===== src/hdl/fis_pkg.sv =====
// Constants, types and register map of the furnace ignition sequencer.
// Assumes a single 100 MHz system clock shared by every user of this package.

package fis_pkg;

   // ------------------------------------------------------------
   // Clock and time base
   // ------------------------------------------------------------
   localparam longint CLK_HZ = 100_000_000;
   localparam int TIME_W = 40;
   typedef logic [TIME_W-1:0] fis_time_type;

   // Times in their own unit, cycles derived from the clock rate
   localparam longint RETRY_TIME_S = 3600;
   localparam longint SPARK_TIME_S = 8;
   localparam longint LOCK_ON_MS = 500;
   localparam longint LOCK_OFF_MS = 2500;
   localparam longint WEAK_FLICKER_MS = 100;
   localparam longint PREPURGE_MS = 30000;
   localparam longint TRIAL_MS = 8000;
   localparam longint PROVE_MS = 1000;
   localparam longint POSTPURGE_MS = 30000;

   localparam longint RETRY_CYC = RETRY_TIME_S * CLK_HZ;
   localparam longint SPARK_CYC = SPARK_TIME_S * CLK_HZ;
   localparam longint LOCK_ON_CYC = (LOCK_ON_MS * CLK_HZ + 999) / 1000;
   localparam longint LOCK_OFF_CYC = (LOCK_OFF_MS * CLK_HZ + 999) / 1000;
   localparam longint WEAK_FLICKER_CYC = (WEAK_FLICKER_MS * CLK_HZ + 999) / 1000;
   localparam longint PREPURGE_CYC = (PREPURGE_MS * CLK_HZ + 999) / 1000;
   localparam longint TRIAL_CYC = (TRIAL_MS * CLK_HZ) / 1000;
   localparam longint PROVE_CYC = (PROVE_MS * CLK_HZ + 999) / 1000;
   localparam longint POSTPURGE_CYC = (POSTPURGE_MS * CLK_HZ + 999) / 1000;

   // ------------------------------------------------------------
   // Trials and temperatures (degrees F)
   // ------------------------------------------------------------
   localparam logic [2:0] MAX_TRIALS = 3'h5;
   localparam logic [7:0] HOUSING_TRIP_F = 8'hA0;
   localparam logic [7:0] AUTO_OPEN_F = 8'h82;
   localparam logic [7:0] AUTO_CLOSE_F = 8'h6E;
   localparam logic [7:0] AUX_FAN_F = 8'h8C;

   // ------------------------------------------------------------
   // Register map
   // ------------------------------------------------------------
   localparam logic [3:0] ADDR_CTRL = 4'h0;
   localparam logic [3:0] ADDR_LIMIT_RESET = 4'h4;
   localparam logic [3:0] ADDR_STATUS = 4'h8;
   localparam logic [3:0] CTRL_RESET = 4'h0;
   localparam int CTRL_W = 4;
   localparam int ST_STATE_LSB = 0;
   localparam int ST_TRIALS_LSB = 4;
   localparam int ST_LIMIT_BIT = 7;
   localparam int ST_AUX_BIT = 8;
   localparam int ST_LED_BIT = 9;
   localparam int ST_GAS_BIT = 10;

   // ------------------------------------------------------------
   // Types
   // ------------------------------------------------------------
   typedef enum logic [1:0] {
      VAR_SLEEP,
      VAR_EARLY,
      VAR_LATER,
      VAR_FLASH
   } fis_variant_type;

   typedef enum logic [3:0] {
      S_IDLE,
      S_PREPURGE,
      S_IGNITE,
      S_PROVE,
      S_SENSE,
      S_POSTPURGE,
      S_LOCKOUT,
      S_DORMANT
   } fis_state_type;

   typedef enum logic [1:0] {
      LED_DARK,
      LED_LIT,
      LED_LOCK_FLASH,
      LED_FLICKER
   } fis_led_mode_type;

   typedef struct packed {
      logic variable_speed;
      logic auto_limit;
      fis_variant_type variant;
   } fis_ctrl_type;

   typedef struct packed {
      logic gas_valve;
      logic spark;
      logic purge_blower;
      logic indoor_blower_heat;
      logic blower_request;
      logic led;
   } fis_out_type;

endpackage


===== src/hdl/fis_sequencer.sv =====
// Furnace ignition sequencer: phases, trials, lockout, retry, LED, limits.
// Assumes all inputs synchronous to i_clk; temperature is an 8-bit value in F.
//
// The implementer's own choices: the address map and the strobed register port.

`timescale 1ns/10ps

module fis_sequencer #(
   parameter fis_pkg::fis_time_type P_PREPURGE = fis_pkg::fis_time_type'(fis_pkg::PREPURGE_CYC),
   parameter fis_pkg::fis_time_type P_TRIAL = fis_pkg::fis_time_type'(fis_pkg::TRIAL_CYC),
   parameter fis_pkg::fis_time_type P_PROVE = fis_pkg::fis_time_type'(fis_pkg::PROVE_CYC),
   parameter fis_pkg::fis_time_type P_POSTPURGE =
      fis_pkg::fis_time_type'(fis_pkg::POSTPURGE_CYC),
   parameter fis_pkg::fis_time_type P_RETRY = fis_pkg::fis_time_type'(fis_pkg::RETRY_CYC),
   parameter fis_pkg::fis_time_type P_SPARK = fis_pkg::fis_time_type'(fis_pkg::SPARK_CYC),
   parameter fis_pkg::fis_time_type P_LOCK_ON = fis_pkg::fis_time_type'(fis_pkg::LOCK_ON_CYC),
   parameter fis_pkg::fis_time_type P_LOCK_OFF =
      fis_pkg::fis_time_type'(fis_pkg::LOCK_OFF_CYC),
   parameter fis_pkg::fis_time_type P_FLICKER =
      fis_pkg::fis_time_type'(fis_pkg::WEAK_FLICKER_CYC)
) (
   input wire logic i_clk,
   input wire logic i_rst,
   input wire logic i_ce,
   input wire logic [3:0] i_addr,
   input wire logic [31:0] i_wdata,
   input wire logic i_wr,
   input wire logic i_rd,
   output logic [31:0] o_rdata,
   input wire logic i_demand,
   input wire logic i_flame,
   input wire logic i_flame_weak,
   input wire logic i_fault,
   input wire logic [7:0] i_temp,
   input wire logic i_blower_relay_contact,
   input wire logic i_modulation_limit_open,
   output fis_pkg::fis_out_type o_act
);
   import fis_pkg::*;

   // ------------------------------------------------------------
   // Helpers
   // ------------------------------------------------------------
   // True on the last cycle of an interval of len cycles
   function automatic logic timer_done(input fis_time_type cnt, input fis_time_type len);
      timer_done = (cnt >= len - fis_time_type'(1));
   endfunction

   fis_ctrl_type ctrl;
   fis_state_type state;
   fis_state_type next_state;
   fis_led_mode_type led_mode;
   fis_time_type phase_cnt;
   fis_time_type retry_cnt;
   fis_time_type spark_cnt;
   fis_time_type led_cnt;
   fis_time_type led_len;
   logic [2:0] trials;
   logic dem_prev;
   logic ext_break;
   logic dem;
   logic limit_latched;
   logic limit_auto_open;
   logic limit_open;
   logic aux_fan;
   logic fail_trial;
   logic relight;
   logic retry_fire;
   logic sleep_var;
   logic late_spark;
   logic spark_on;
   logic led_lit;
   logic limit_reset_wr;

   assign sleep_var = (ctrl.variant == VAR_SLEEP);
   assign late_spark = (ctrl.variant == VAR_LATER) || (ctrl.variant == VAR_FLASH);
   // One-cycle break keeps the thermostat path honest without a second timer
   assign dem = i_demand && !ext_break;
   assign limit_reset_wr = i_wr && (i_addr == ADDR_LIMIT_RESET) && i_wdata[0];

   // ------------------------------------------------------------
   // Register port
   // ------------------------------------------------------------
   always_ff @(posedge i_clk or posedge i_rst) begin
      if (i_rst) begin
         ctrl <= fis_ctrl_type'(CTRL_RESET);
      end else if (i_ce && i_wr && (i_addr == ADDR_CTRL)) begin
         ctrl <= fis_ctrl_type'(i_wdata[CTRL_W-1:0]);
      end
   end

   always_ff @(posedge i_clk or posedge i_rst) begin
      if (i_rst) begin
         o_rdata <= 32'h0;
      end else if (i_ce) begin
         o_rdata <= 32'h0;
         if (i_rd) begin
            unique case (i_addr)
               ADDR_CTRL: o_rdata[CTRL_W-1:0] <= ctrl;
               ADDR_STATUS: begin
                  o_rdata[ST_STATE_LSB +: 4] <= state;
                  o_rdata[ST_TRIALS_LSB +: 3] <= trials;
                  o_rdata[ST_LIMIT_BIT] <= limit_open;
                  o_rdata[ST_AUX_BIT] <= aux_fan;
                  o_rdata[ST_LED_BIT] <= o_act.led;
                  o_rdata[ST_GAS_BIT] <= o_act.gas_valve;
               end
               default: o_rdata <= 32'h0;
            endcase
         end
      end
   end

   // ------------------------------------------------------------
   // Blower compartment limits
   // ------------------------------------------------------------
   // Manual limit: trip wins over a reset written in the same cycle
   always_ff @(posedge i_clk or posedge i_rst) begin
      if (i_rst) begin
         limit_latched <= 1'b0;
      end else if (i_ce) begin
         if (!ctrl.auto_limit && (i_temp >= HOUSING_TRIP_F)) begin
            limit_latched <= 1'b1;
         end else if (limit_reset_wr || ctrl.auto_limit) begin
            limit_latched <= 1'b0;
         end
      end
   end

   always_ff @(posedge i_clk or posedge i_rst) begin
      if (i_rst) begin
         limit_auto_open <= 1'b0;
      end else if (i_ce) begin
         if (!ctrl.auto_limit) begin
            limit_auto_open <= 1'b0;
         end else if (i_temp >= AUTO_OPEN_F) begin
            limit_auto_open <= 1'b1;
         end else if (i_temp <= AUTO_CLOSE_F) begin
            limit_auto_open <= 1'b0;
         end
      end
   end

   assign limit_open = limit_latched || limit_auto_open;
   assign aux_fan = (i_temp >= AUX_FAN_F);

   // ------------------------------------------------------------
   // Sequencer
   // ------------------------------------------------------------
   assign fail_trial = dem && !i_flame &&
      (((state == S_IGNITE) && timer_done(phase_cnt, P_TRIAL)) || (state == S_PROVE));
   assign retry_fire = timer_done(retry_cnt, P_RETRY);
   // A rising demand in lockout implies it was removed first
   assign relight = (state == S_LOCKOUT) &&
      ((dem && !dem_prev) || (retry_fire && !sleep_var));

   always_comb begin
      next_state = state;
      unique case (state)
         S_IDLE: begin
            if (dem) begin
               next_state = S_PREPURGE;
            end
         end
         S_PREPURGE: begin
            if (!dem) begin
               next_state = S_IDLE;
            end else if (timer_done(phase_cnt, P_PREPURGE)) begin
               next_state = S_IGNITE;
            end
         end
         S_IGNITE: begin
            if (!dem) begin
               next_state = S_POSTPURGE;
            end else if (i_flame) begin
               next_state = S_PROVE;
            end else if (fail_trial) begin
               next_state = (trials + 3'h1 >= MAX_TRIALS) ? S_LOCKOUT : S_PREPURGE;
            end
         end
         S_PROVE: begin
            if (!dem) begin
               next_state = S_POSTPURGE;
            end else if (fail_trial) begin
               next_state = (trials + 3'h1 >= MAX_TRIALS) ? S_LOCKOUT : S_PREPURGE;
            end else if (timer_done(phase_cnt, P_PROVE)) begin
               next_state = S_SENSE;
            end
         end
         S_SENSE: begin
            if (!dem) begin
               next_state = S_POSTPURGE;
            end else if (!i_flame) begin
               next_state = S_PREPURGE;
            end
         end
         S_POSTPURGE: begin
            if (timer_done(phase_cnt, P_POSTPURGE)) begin
               next_state = S_IDLE;
            end
         end
         S_LOCKOUT: begin
            if (relight) begin
               next_state = S_IDLE;
            end
         end
         S_DORMANT: next_state = S_DORMANT;
      endcase
      // Self-test failure shuts every variant down; only reset leaves it
      if (i_fault) begin
         next_state = S_DORMANT;
      end else if (limit_open && (state != S_DORMANT)) begin
         next_state = S_IDLE;
      end
   end

   always_ff @(posedge i_clk or posedge i_rst) begin
      if (i_rst) begin
         state <= S_IDLE;
      end else if (i_ce) begin
         state <= next_state;
      end
   end

   always_ff @(posedge i_clk or posedge i_rst) begin
      if (i_rst) begin
         phase_cnt <= '0;
      end else if (i_ce) begin
         if (next_state != state) begin
            phase_cnt <= '0;
         end else if (phase_cnt != '1) begin
            phase_cnt <= phase_cnt + fis_time_type'(1);
         end
      end
   end

   // Consecutive failures only; a proven flame or a limit trip restarts the count
   always_ff @(posedge i_clk or posedge i_rst) begin
      if (i_rst) begin
         trials <= 3'h0;
      end else if (i_ce) begin
         if (relight || limit_open || (state == S_SENSE)) begin
            trials <= 3'h0;
         end else if (fail_trial && (state != next_state)) begin
            trials <= trials + 3'h1;
         end
      end
   end

   always_ff @(posedge i_clk or posedge i_rst) begin
      if (i_rst) begin
         dem_prev <= 1'b0;
      end else if (i_ce) begin
         dem_prev <= dem;
      end
   end

   // ------------------------------------------------------------
   // Retry timer: in lockout, or on continuous demand for sleep variant
   // ------------------------------------------------------------
   always_ff @(posedge i_clk or posedge i_rst) begin
      if (i_rst) begin
         retry_cnt <= '0;
         ext_break <= 1'b0;
      end else if (i_ce) begin
         ext_break <= 1'b0;
         if (sleep_var) begin
            if (!i_demand || ext_break) begin
               retry_cnt <= '0;
            end else if (retry_fire) begin
               retry_cnt <= '0;
               ext_break <= 1'b1;
            end else begin
               retry_cnt <= retry_cnt + fis_time_type'(1);
            end
         end else if ((state != S_LOCKOUT) || retry_fire) begin
            retry_cnt <= '0;
         end else begin
            retry_cnt <= retry_cnt + fis_time_type'(1);
         end
      end
   end

   // ------------------------------------------------------------
   // Spark timing for the later variants
   // ------------------------------------------------------------
   always_ff @(posedge i_clk or posedge i_rst) begin
      if (i_rst) begin
         spark_on <= 1'b0;
         spark_cnt <= '0;
      end else if (i_ce) begin
         if (!late_spark || !(next_state inside {S_IGNITE, S_PROVE, S_SENSE})) begin
            spark_on <= 1'b0;
            spark_cnt <= '0;
         end else if ((next_state == S_IGNITE) && (state != S_IGNITE)) begin
            spark_on <= 1'b1;
            spark_cnt <= '0;
         end else if (spark_on) begin
            if (timer_done(spark_cnt, P_SPARK)) begin
               spark_on <= 1'b0;
            end
            spark_cnt <= spark_cnt + fis_time_type'(1);
         end
      end
   end

   // ------------------------------------------------------------
   // Diagnostic LED
   // ------------------------------------------------------------
   always_comb begin
      if (sleep_var) begin
         led_mode = (state inside {S_LOCKOUT, S_POSTPURGE, S_DORMANT}) ?
            LED_LIT : LED_DARK;
      end else if (state == S_DORMANT) begin
         led_mode = LED_DARK;
      end else if (state == S_LOCKOUT) begin
         led_mode = LED_LOCK_FLASH;
      end else if ((ctrl.variant == VAR_FLASH) && (state == S_SENSE) && i_flame_weak) begin
         led_mode = LED_FLICKER;
      end else begin
         led_mode = LED_LIT;
      end
   end

   // Older flashing variants reuse the on time for both halves
   always_comb begin
      if (led_mode == LED_FLICKER) begin
         led_len = P_FLICKER;
      end else if (led_lit) begin
         led_len = P_LOCK_ON;
      end else if (ctrl.variant == VAR_FLASH) begin
         led_len = P_LOCK_OFF;
      end else begin
         led_len = P_LOCK_ON;
      end
   end

   always_ff @(posedge i_clk or posedge i_rst) begin
      if (i_rst) begin
         led_lit <= 1'b0;
         led_cnt <= '0;
      end else if (i_ce) begin
         if ((led_mode == LED_DARK) || (led_mode == LED_LIT)) begin
            led_lit <= (led_mode == LED_LIT);
            led_cnt <= '0;
         end else if (timer_done(led_cnt, led_len)) begin
            led_lit <= !led_lit;
            led_cnt <= '0;
         end else begin
            led_cnt <= led_cnt + fis_time_type'(1);
         end
      end
   end

   // ------------------------------------------------------------
   // Registered actuator outputs
   // ------------------------------------------------------------
   always_ff @(posedge i_clk or posedge i_rst) begin
      if (i_rst) begin
         o_act <= '0;
      end else if (i_ce) begin
         o_act.gas_valve <= (state inside {S_IGNITE, S_PROVE, S_SENSE});
         o_act.spark <= late_spark ? spark_on :
            ((state == S_IGNITE) && !i_flame);
         o_act.purge_blower <=
            (state inside {S_PREPURGE, S_IGNITE, S_PROVE, S_POSTPURGE});
         o_act.indoor_blower_heat <= !ctrl.variable_speed &&
            (i_blower_relay_contact || aux_fan);
         o_act.blower_request <= ctrl.variable_speed &&
            (aux_fan || i_modulation_limit_open);
         o_act.led <= led_lit;
      end
   end

endmodule


===== config.mk =====
export PLATFORM = sky130hd
export DESIGN_NAME = fis_sequencer
export DESIGN_NICKNAME = d
export VERILOG_FILES = /design/src/hdl/fis_pkg.sv /design/src/hdl/fis_sequencer.sv
export SDC_FILE = /design/constraint.sdc
export NUM_CORES = 1
export LEC_CHECK = 0
export BUFFER_PORTS_ARGS = -buffer_cell sky130_fd_sc_hd__buf_2
export CELL_PAD_IN_SITES_DETAIL_PLACEMENT = 1
export CELL_PAD_IN_SITES_GLOBAL_PLACEMENT = 1
export CORE_UTILIZATION = 30
export CTS_CLUSTER_SIZE = 20
export DETAILED_ROUTE_END_ITERATION = 10
export MAX_ROUTING_LAYER = met4
export PLACE_DENSITY_LB_ADDON = 0.1
export RECOVER_POWER = 25
export SYNTH_ARGS = -nofsm -noshare
export SYNTH_HDL_FRONTEND = slang
export SYNTH_SLANG_ARGS = --single-unit

===== constraint.sdc =====
create_clock -name i_clk -period 12.8 [get_ports i_clk]
set_input_delay 1.92 -clock i_clk [delete_from_list [all_inputs] [get_ports i_clk]]
set_output_delay 1.92 -clock i_clk [all_outputs]
set_load 0.01 [all_outputs]

==> flow_summary.toml, run 1 <==
[sta]
relSlewSlack = -1.24
max_freq_ghz = 0.148
fin_worst_skew_ns = 0.0143
tightest_slew_ns = 3.35
hold_violations = 0
setup_violations = 0
timing.final.crit_share = 0.527
setup_tns_ns = 0
slew_violations = 168
fin_ws_ns = 6.06
grt_setup_unrepaired = "no"
fin_crit_ns = 6.74

[floorplan]
dieArea_um2 = 38600
fp-row-count = 70
initial_core_util = 0.308
die_w_um = 196
io_pins = 93
die-height_um = 196
core_um2 = 36900

[power]
leakage_nw = 5.22
vdd_drop_max_mv = 0.0874
power_density_nw_per_um2 = 114
p_total_mw = 1.43

[setup_path]
crit_required_ns = 13.12
critPathMaxStageDelay_ns = 1.35
cp.arrival_ns = 7.06
crit_fanout = 39
crit_type = "in2reg"
worstSetupStartpointType = "input port"
critPathCaptureType = "flip-flop"
cp_slowest_cell = "clkbuf_1"
path_cells = "clkbuf_1 > clkbuf_1 > nand4_1 > nor3_1 > and2_1 > and4_1 > nand4_1 > or4_1 > xor2_1 > nor2_1"

[global_routing]
overflow = 0
grt_pass1_wl_mm = 52.4
grt_pass1_vias = 9515
antenna_found_initial = 0
grt_max_degree = 71
track_usage = 0.175

[placement]
io_buffer_count = 43
dpl.hpwl_mm = 21.2
place_congestion = 0.785
place_ws_ns = 7.07

[logic_synthesis]
synth_common_cells = "dfrtp_1 (194), nor2_1 (184), nand2_1 (106)"
netlist_area_um2 = 11300
synth_adder_area_share = 0.0210
yosys.area_share.simple = 0.252
syn_inst = 1281
synth_xor_area_frac = 0.0749
synth_mux_area_frac = 0.0150
ys_top_cells_by_area = "dfrtp_1 (43%), nor2_1 (6.1%), xor2_1 (4.8%)"
async_reset_ff_frac = 1.00
yosys_warnings = 0
postSynthAreaPerCell_um2 = 8.86
synth_top_area_share = 0.428
yosysSeqAreaShare = 0.428
synth_compound_area_frac = 0.156
synth_ff_type = "dfrtp_1"
yosysMostFrequentCell = "dfrtp_1"
ys_ff_latch = 194
synth_top_area_cell = "dfrtp_1"
synth_top_family_by_area = "simple AND/OR/NAND/NOR gates"
synth-edff-count = 0
synthDistinctLibCells = 86

[cts]
cts_buffers = 17
post_cts_buffers = 0
clk_pin_slew_ns = 0.08
ctsResizeCount = 0
root_buffer = "clkbuf_16"
cts_buffer_depth = 2
h-tree-depth = 4
tritoncts = "done"
clock-sinks = 194
clkLatencyLatePin_ns = 0.46
hold_buffers = 0

[drt]
drt-pass1-iter-count = 4
vias = 9284
drtIter0Drc = 428
avgViaCountPerCell = 5.11
postRouteWirelength_mm = 31.2
ant_nets = 0
drc_errors = 0
wire_per_inst_um = 17.2

[job]
maxCapViolCount = 3

[outcome]
status = "finished with violations"
failed_checks = "max-capacitance violations, max-slew violations"

[finish]
drive_gt1_frac = 0.0876
n_antenna_cell = 0
synthToLayoutAreaGrowth_pct = 10.3
nNetsFinal = 1374

[worst_hold_path]
hold_class = "reg2reg"
critical path, delay by kind of cell:
family	cells	cell delay, ns
and+or+nand+nor	7	2.45
xor gates and xnor gates	1	0.16
buffers and inverters	2	2.50
cell families (layout without fill, tap and decap cells):
kind of cell	after synthesis	count (layout)
buf+inv	124	136
xor+xnor	97	97
compound gates	255	255
fa+ha+maj	19	19
mux	16	16
other cells	1	21
flops	194	194
simple gates	575	575
stage by stage:
step	area, um^2	util	instances	hold WS [ns]
finish	12500	0.339	1817	0.488
CTS	12500	0.340	1817	0.495
detailed placement	11900	0.324	1785	0.469
global route	12500	0.339	1817	0.514
floorplan	11400	-	1301	0.471
global placement	11900	0.324	1785	0.467
power breakdown:
group | switching [mW] | internal [mW] | total, mW | leakage [nW]
sequential | 0.0200 | 0.628 | 0.648 | 2.67
clock | 0.269 | 0.296 | 0.565 | 0.278
combinational | 0.149 | 0.0653 | 0.215 | 2.27
path summary, 6_finish.rpt:
check | cells past startpoint | to | slack [ns] | from
setup / recovery | 10 | retry_cnt[39] | 6.06 | i_ce
hold / removal | 1 | o_rdata[0] | 0.49 | o_rdata[0]
setup reg to reg | 10 | phase_cnt[0] | 8.52 | state[1]
hold reg to reg | 1 | o_rdata[0] | 0.49 | o_rdata[0]
max in group asynchronous | 3 | led_cnt[17] | 6.20 | i_rst
min in group asynchronous | 2 | phase_cnt[38] | 2.40 | i_rst
flip-flops by register name, summed over array words and instances (netlist names), 3 cells and up:
register,count
spark_cnt,40
o_rdata,11
retry_cnt,40
led_cnt,40
state,4
trials,3
ctrl,4
phase_cnt,40
o_act,6
per-layer routing:
metal | share of wire | track usage | wire [um] | vias to the layer above
li1 | - | - | - | 4555
met3 | 0.024 | 0.0322 | 743 | 9
met1 | 0.51 | 0.238 | 16000 | 4651
met4 | 0.0061 | 0.0321 | 189 | 0
met5 | 0 | - | 0 | -
met2 | 0.46 | 0.272 | 14300 | 69
layout by cell type (no fill, tap or decap), types with 38 or more instances in the layout:
cell / count
xor2_1: 62
o21ai_0: 67
inv_1: 49
nand2_1: 106
dfrtp_1: 194
nand4_1: 39
nor2_1: 183
a21oi_1: 50
nor3_1: 49
nand3_1: 69
buf_2: 38
final cells by class:
class	instances	area, um^2
Clock inverter	14	154
Fill cell	4321	24400
Timing Repair Buffer	53	277
Inverter	51	193
Multi-Input combinational cell	983	5970
Tap cell	504	631
Clock buffer	18	439
Sequential cell	194	4850
Note: power is estimated with default switching activity, not from simulation.
==> inputs of run 2 (changes only) <==
==> constraint.sdc (replaced) <==
create_clock -name i_clk -period 6.03 [get_ports i_clk]
set_input_delay 0.9045 -clock i_clk [delete_from_list [all_inputs] [get_ports i_clk]]
set_output_delay 0.9045 -clock i_clk [all_outputs]
set_load 0.01 [all_outputs]
==> flow_summary.toml, run 2 (synthesis results as in run 1) <==
[placement]
place_ws_ns = 1.67
io_buffer_count = 43
dpl.hpwl_mm = 21.3
place_congestion = 0.774

[job]
maxCapViolCount = 1

[power]
leakage_nw = 5.25
vdd_drop_max_mv = 0.191
power_density_nw_per_um2 = 237

[cts]
ctsResizeCount = 0
h-tree-depth = 4
tritoncts = "done"
post_cts_buffers = 0
root_buffer = "clkbuf_16"
clk_pin_slew_ns = 0.08
clock-sinks = 194
cts_buffer_depth = 2
hold_buffers = 0
clkLatencyLatePin_ns = 0.46
cts_buffers = 17

[setup_path]
path_cells = "nor4b_1 > nand4_1 > inv_1 > nor3_1 > inv_1 > ha_1 > nand2_1 > nor3b_1 > o2111ai_1 > nor3_1 > nor2_1 > a21oi_2 > buf_4 > nor3_1"
crit_required_ns = 6.36
r2r_slack_ns = 1.75
crit_type = "reg2reg"
critPathCaptureType = "flip-flop"
crit_fanout = 20
cp.arrival_ns = 4.61
critPathMaxStageDelay_ns = 0.65
cpMostUsedCell = "nor3_1"
cp_slowest_cell = "nor4b_1"
worstSetupStartpointType = "flip-flop"

[sta]
timing.final.crit_share = 0.709
hold_violations = 0
fin_crit_ns = 4.28
max_freq_ghz = 0.234
grt_setup_unrepaired = "no"
relSlewSlack = -1.40
tightest_slew_ns = 3.60
fin_worst_skew_ns = 0.0132
setup_violations = 0
slew_violations = 136
fin_ws_ns = 1.75
setup_tns_ns = 0

[floorplan]
die-height_um = 196
core_um2 = 36900
io_pins = 93
dieArea_um2 = 38600
die_w_um = 196
fp-row-count = 70
initial_core_util = 0.308

[finish]
n_antenna_cell = 0
final_cell_mix = "dfrtp_1 (194), nor2_1 (183), nand2_1 (106)"
synthToLayoutAreaGrowth_pct = 10.3
drive_gt1_frac = 0.0928
final_common_cell = "dfrtp_1"
nNetsFinal = 1376
fillers = 4308
finalCoreUtilization = 0.339

[global_routing]
grt_pass1_wl_mm = 53.2
track_usage = 0.177
grt_pass1_vias = 9653
overflow = 0
grt_max_degree = 136
antenna_found_initial = 0

[worst_hold_path]
hold_class = "reg2reg"

[drt]
avgViaCountPerCell = 5.13
ant_nets = 0
vias = 9324
met1_length_mm = 16.1
wire_per_inst_um = 17.1
route.met2.wl_mm = 14.1
wl_met3_um = 653
drt-pass1-iter-count = 5
postRouteWirelength_mm = 31.2
drtIter0Drc = 439
routed.top_layer = "met4"
drc_errors = 0

[outcome]
status = "finished with violations"
failed_checks = "max-capacitance violations, max-slew violations"
run 2: cell count changes in the layout (fill, tap and decap cells not counted), moves of 3 or more:
cell | before | now
buf_2 | 38 | 42
clkbuf_1 | 7 | 2
clkinvlp_4 | 5 | 2
clkinv_4 | 0 | 3
buf_4 | 8 | 11
run 2: path summary, 6_finish.rpt:
check	from	end	cells past startpoint
worst min register to register	o_rdata[4]	o_rdata[4]	1
worst max register to register	state[1]	led_cnt[7]	14
max in group asynchronous	i_rst	phase_cnt[22]	3
worst min-delay path	o_rdata[4]	o_rdata[4]	1
min in group asynchronous	i_rst	spark_cnt[13]	3
worst max-delay path	state[1]	led_cnt[7]	14
run 2: per-layer routing:
metal,up-vias,GRT usage
met4,0,0.0388
met5,-,-
li1,4563,-
met3,16,0.0322
met1,4675,0.247
met2,70,0.267
run 2: power breakdown:
group | switching, mW | total (mW) | internal [mW]
sequential | 0.0426 | 1.38 | 1.33
clock | 0.574 | 1.13 | 0.556
combinational | 0.315 | 0.456 | 0.142
total | 0.931 | 2.96 | 2.03
run 2: cell type report:
cell class                 count  area [um^2]  area share
clock buffer                  19          443      0.0354
clock inverter                13          119     0.00950
inverter                      51          193      0.0154
multi-input combinational    983         5970       0.477
sequential                   194         4850       0.388
tap                          504          631      0.0504
timing repair buffer          55          302      0.0241
run 2: worst max-delay path: cells and delay by family (launching register included):
family	cells	cell delay, ns
adder cells (fa/ha/maj)	1	0.16
AO/OA/AOI/OAI	2	0.73
AND/OR/NAND/NOR	8	1.83
flip-flops	1	0.61
buffers and inverters	3	0.80
run 2: stage by stage:
step	area [um^2]	hold WS, ns	total power [mW]	std cells
floorplan	11400	0.471	1.73	1301
finish	12500	0.495	2.96	1819
global route	12500	0.520	3.13	1819
global placement	12000	0.467	1.87	1787
CTS	12500	0.502	3.03	1819
detailed placement	12000	0.475	1.87	1787
==> inputs of run 3 (changes only) <==
==> constraint.sdc (replaced) <==
create_clock -name i_clk -period 3.8 [get_ports i_clk]
set_input_delay 0.57 -clock i_clk [delete_from_list [all_inputs] [get_ports i_clk]]
set_output_delay 0.57 -clock i_clk [all_outputs]
set_load 0.01 [all_outputs]
==> flow_summary.toml, run 3 (synthesis results as in run 1) <==
[outcome]
status = "finished with violations"
failed_checks = "max-capacitance violations, max-slew violations"

[finish]
drive_gt1_frac = 0.116
n_antenna_cell = 0
final_common_cell = "dfrtp_1"
fillers = 4337
nNetsFinal = 1408
finalCoreUtilization = 0.348
synthToLayoutAreaGrowth_pct = 12.9
final_cell_mix = "dfrtp_1 (194), nor2_1 (183), nand2_1 (106)"

[floorplan]
initial_core_util = 0.308
die-height_um = 196
dieArea_um2 = 38600
fp-row-count = 70
die_w_um = 196
core_um2 = 36900
io_pins = 93

[sta]
max_freq_ghz = 0.285
timing.final.crit_share = 0.924
fin_worst_skew_ns = 0.0144
relSlewSlack = -0.113
setup_violations = 0
hold_violations = 0
slew_violations = 172
grt_setup_unrepaired = "no"
tightest_slew_ns = 1.67
fin_crit_ns = 3.51
setup_tns_ns = 0

[global_routing]
grt_pass1_wl_mm = 53.6
antenna_found_initial = 0
grt_max_degree = 109
track_usage = 0.179
overflow = 0
grt_pass1_vias = 9856

[cts]
cts_buffer_depth = 2
post_cts_buffers = 0
root_buffer = "clkbuf_16"
h-tree-depth = 4
clock-sinks = 194
ctsResizeCount = 0
hold_buffers = 0
clk_pin_slew_ns = 0.08
tritoncts = "done"
clkLatencyLatePin_ns = 0.46
cts_buffers = 17

[placement]
place_congestion = 0.773
dpl.hpwl_mm = 21.9
io_buffer_count = 43

[setup_path]
critPathMaxStageDelay_ns = 0.47
crit_fanout = 7
r2r_cells = 11
crit_family = "simple AND/OR/NAND/NOR gates"
cp.arrival_ns = 3.90
worstSetupStartpointType = "flip-flop"
crit_type = "reg2reg"
crit_required_ns = 4.18
path_cells = "ha_1 > and4_1 > and3_1 > o2111ai_1 > nand2_1 > o311a_1 > nor4_4 > o311ai_2 > buf_4 > or3_1 > a21oi_1"
timing.critical_path.buf_inv = 1
path_depth = 11
critPathCaptureType = "flip-flop"
cp_slowest_cell = "o311a_1"

[drt]
drt-pass1-iter-count = 5
wire_per_inst_um = 17.0
avgViaCountPerCell = 5.13
drtIter0Drc = 357
vias = 9490
postRouteWirelength_mm = 31.5
ant_nets = 0
drc_errors = 0

[power]
leakage_nw = 5.43
power_density_nw_per_um2 = 377
vdd_drop_max_mv = 0.297

[worst_hold_path]
hold_class = "in2async"

[job]
maxCapViolCount = 2
==> run 3: cell types whose count changed in the layout (fill, tap and decap cells not counted), moves of 2 or more <==
cell | before | now
clkinv_4 | 3 | 1
buf_4 | 11 | 38
inv_6 | 5 | 7
buf_12 | 0 | 3
clkinv_8 | 0 | 3
clkinvlp_4 | 2 | 0
==> run 3: through the flow <==
stage | power [mW] | instance area (um^2) | setup slack [ns] | hold slack (ns) | instances
after floorplan | 2.74 | 11400 | 0.380 | 0.471 | 1301
after global placement | 3.03 | 12300 | 0.285 | 0.468 | 1819
after detailed placement | 3.03 | 12300 | 0.253 | 0.468 | 1819
after CTS | 4.95 | 12800 | 0.223 | 0.203 | 1851
after global routing | 5.11 | 12800 | 0.00752 | 0.319 | 1851
final | 4.83 | 12800 | 0.288 | 0.349 | 1851
==> run 3: worst paths after layout <==
| path | from | slack, ns | end |
|---|---|---|---|
| setup / recovery | phase_cnt[0] | 0.29 | spark_cnt[10] |
| setup reg to reg | phase_cnt[0] | 0.29 | spark_cnt[10] |
| hold / removal | i_rst | 0.35 | spark_cnt[19] |
| max in group asynchronous | i_rst | 1.26 | retry_cnt[9] |
| hold reg to reg | o_rdata[0] | 0.49 | o_rdata[0] |
| min in group i_clk | i_wdata[3] | 0.35 | ctrl[3] |
==> run 3: where the power goes <==
part / internal (mW) / switching [mW] / total, mW
registers: 2.12 / 0.0535 / 2.17
clock network: 0.884 / 0.981 / 1.86
logic: 0.277 / 0.523 / 0.800
total: 3.28 / 1.56 / 4.83
==> run 3: worst reg2reg max path, cell delays in order (launching register included) <==
cell	delay (ns)
dfrtp_1	0.41
ha_1	0.26
and4_1	0.21
and3_1	0.21
o2111ai_1	0.39
nand2_1	0.30
o311a_1	0.47
nor4_4	0.34
o311ai_2	0.17
buf_4	0.19
or3_1	0.34
a21oi_1	0.14
==> run 3: per-layer routing <==
layer	vias up	share of wire	wire, um	track usage
met3	17	0.024	759	0.0311
met1	4753	0.52	16300	0.248
met5	-	0	0	-
li1	4628	-	-	-
met4	0	0.011	347	0.0475
met2	92	0.45	14200	0.270
==> run 3: final cells by class <==
type                    instances  area (um^2)  share of cell area
clock buffers                  17          425              0.0332
clock inverters                15          158              0.0123
inverters                      51          193              0.0150
multi-input cells             983         5980               0.467
flip-flops and latches        194         4850               0.379
well taps                     504          631              0.0492
repair buffers                 87          576              0.0449
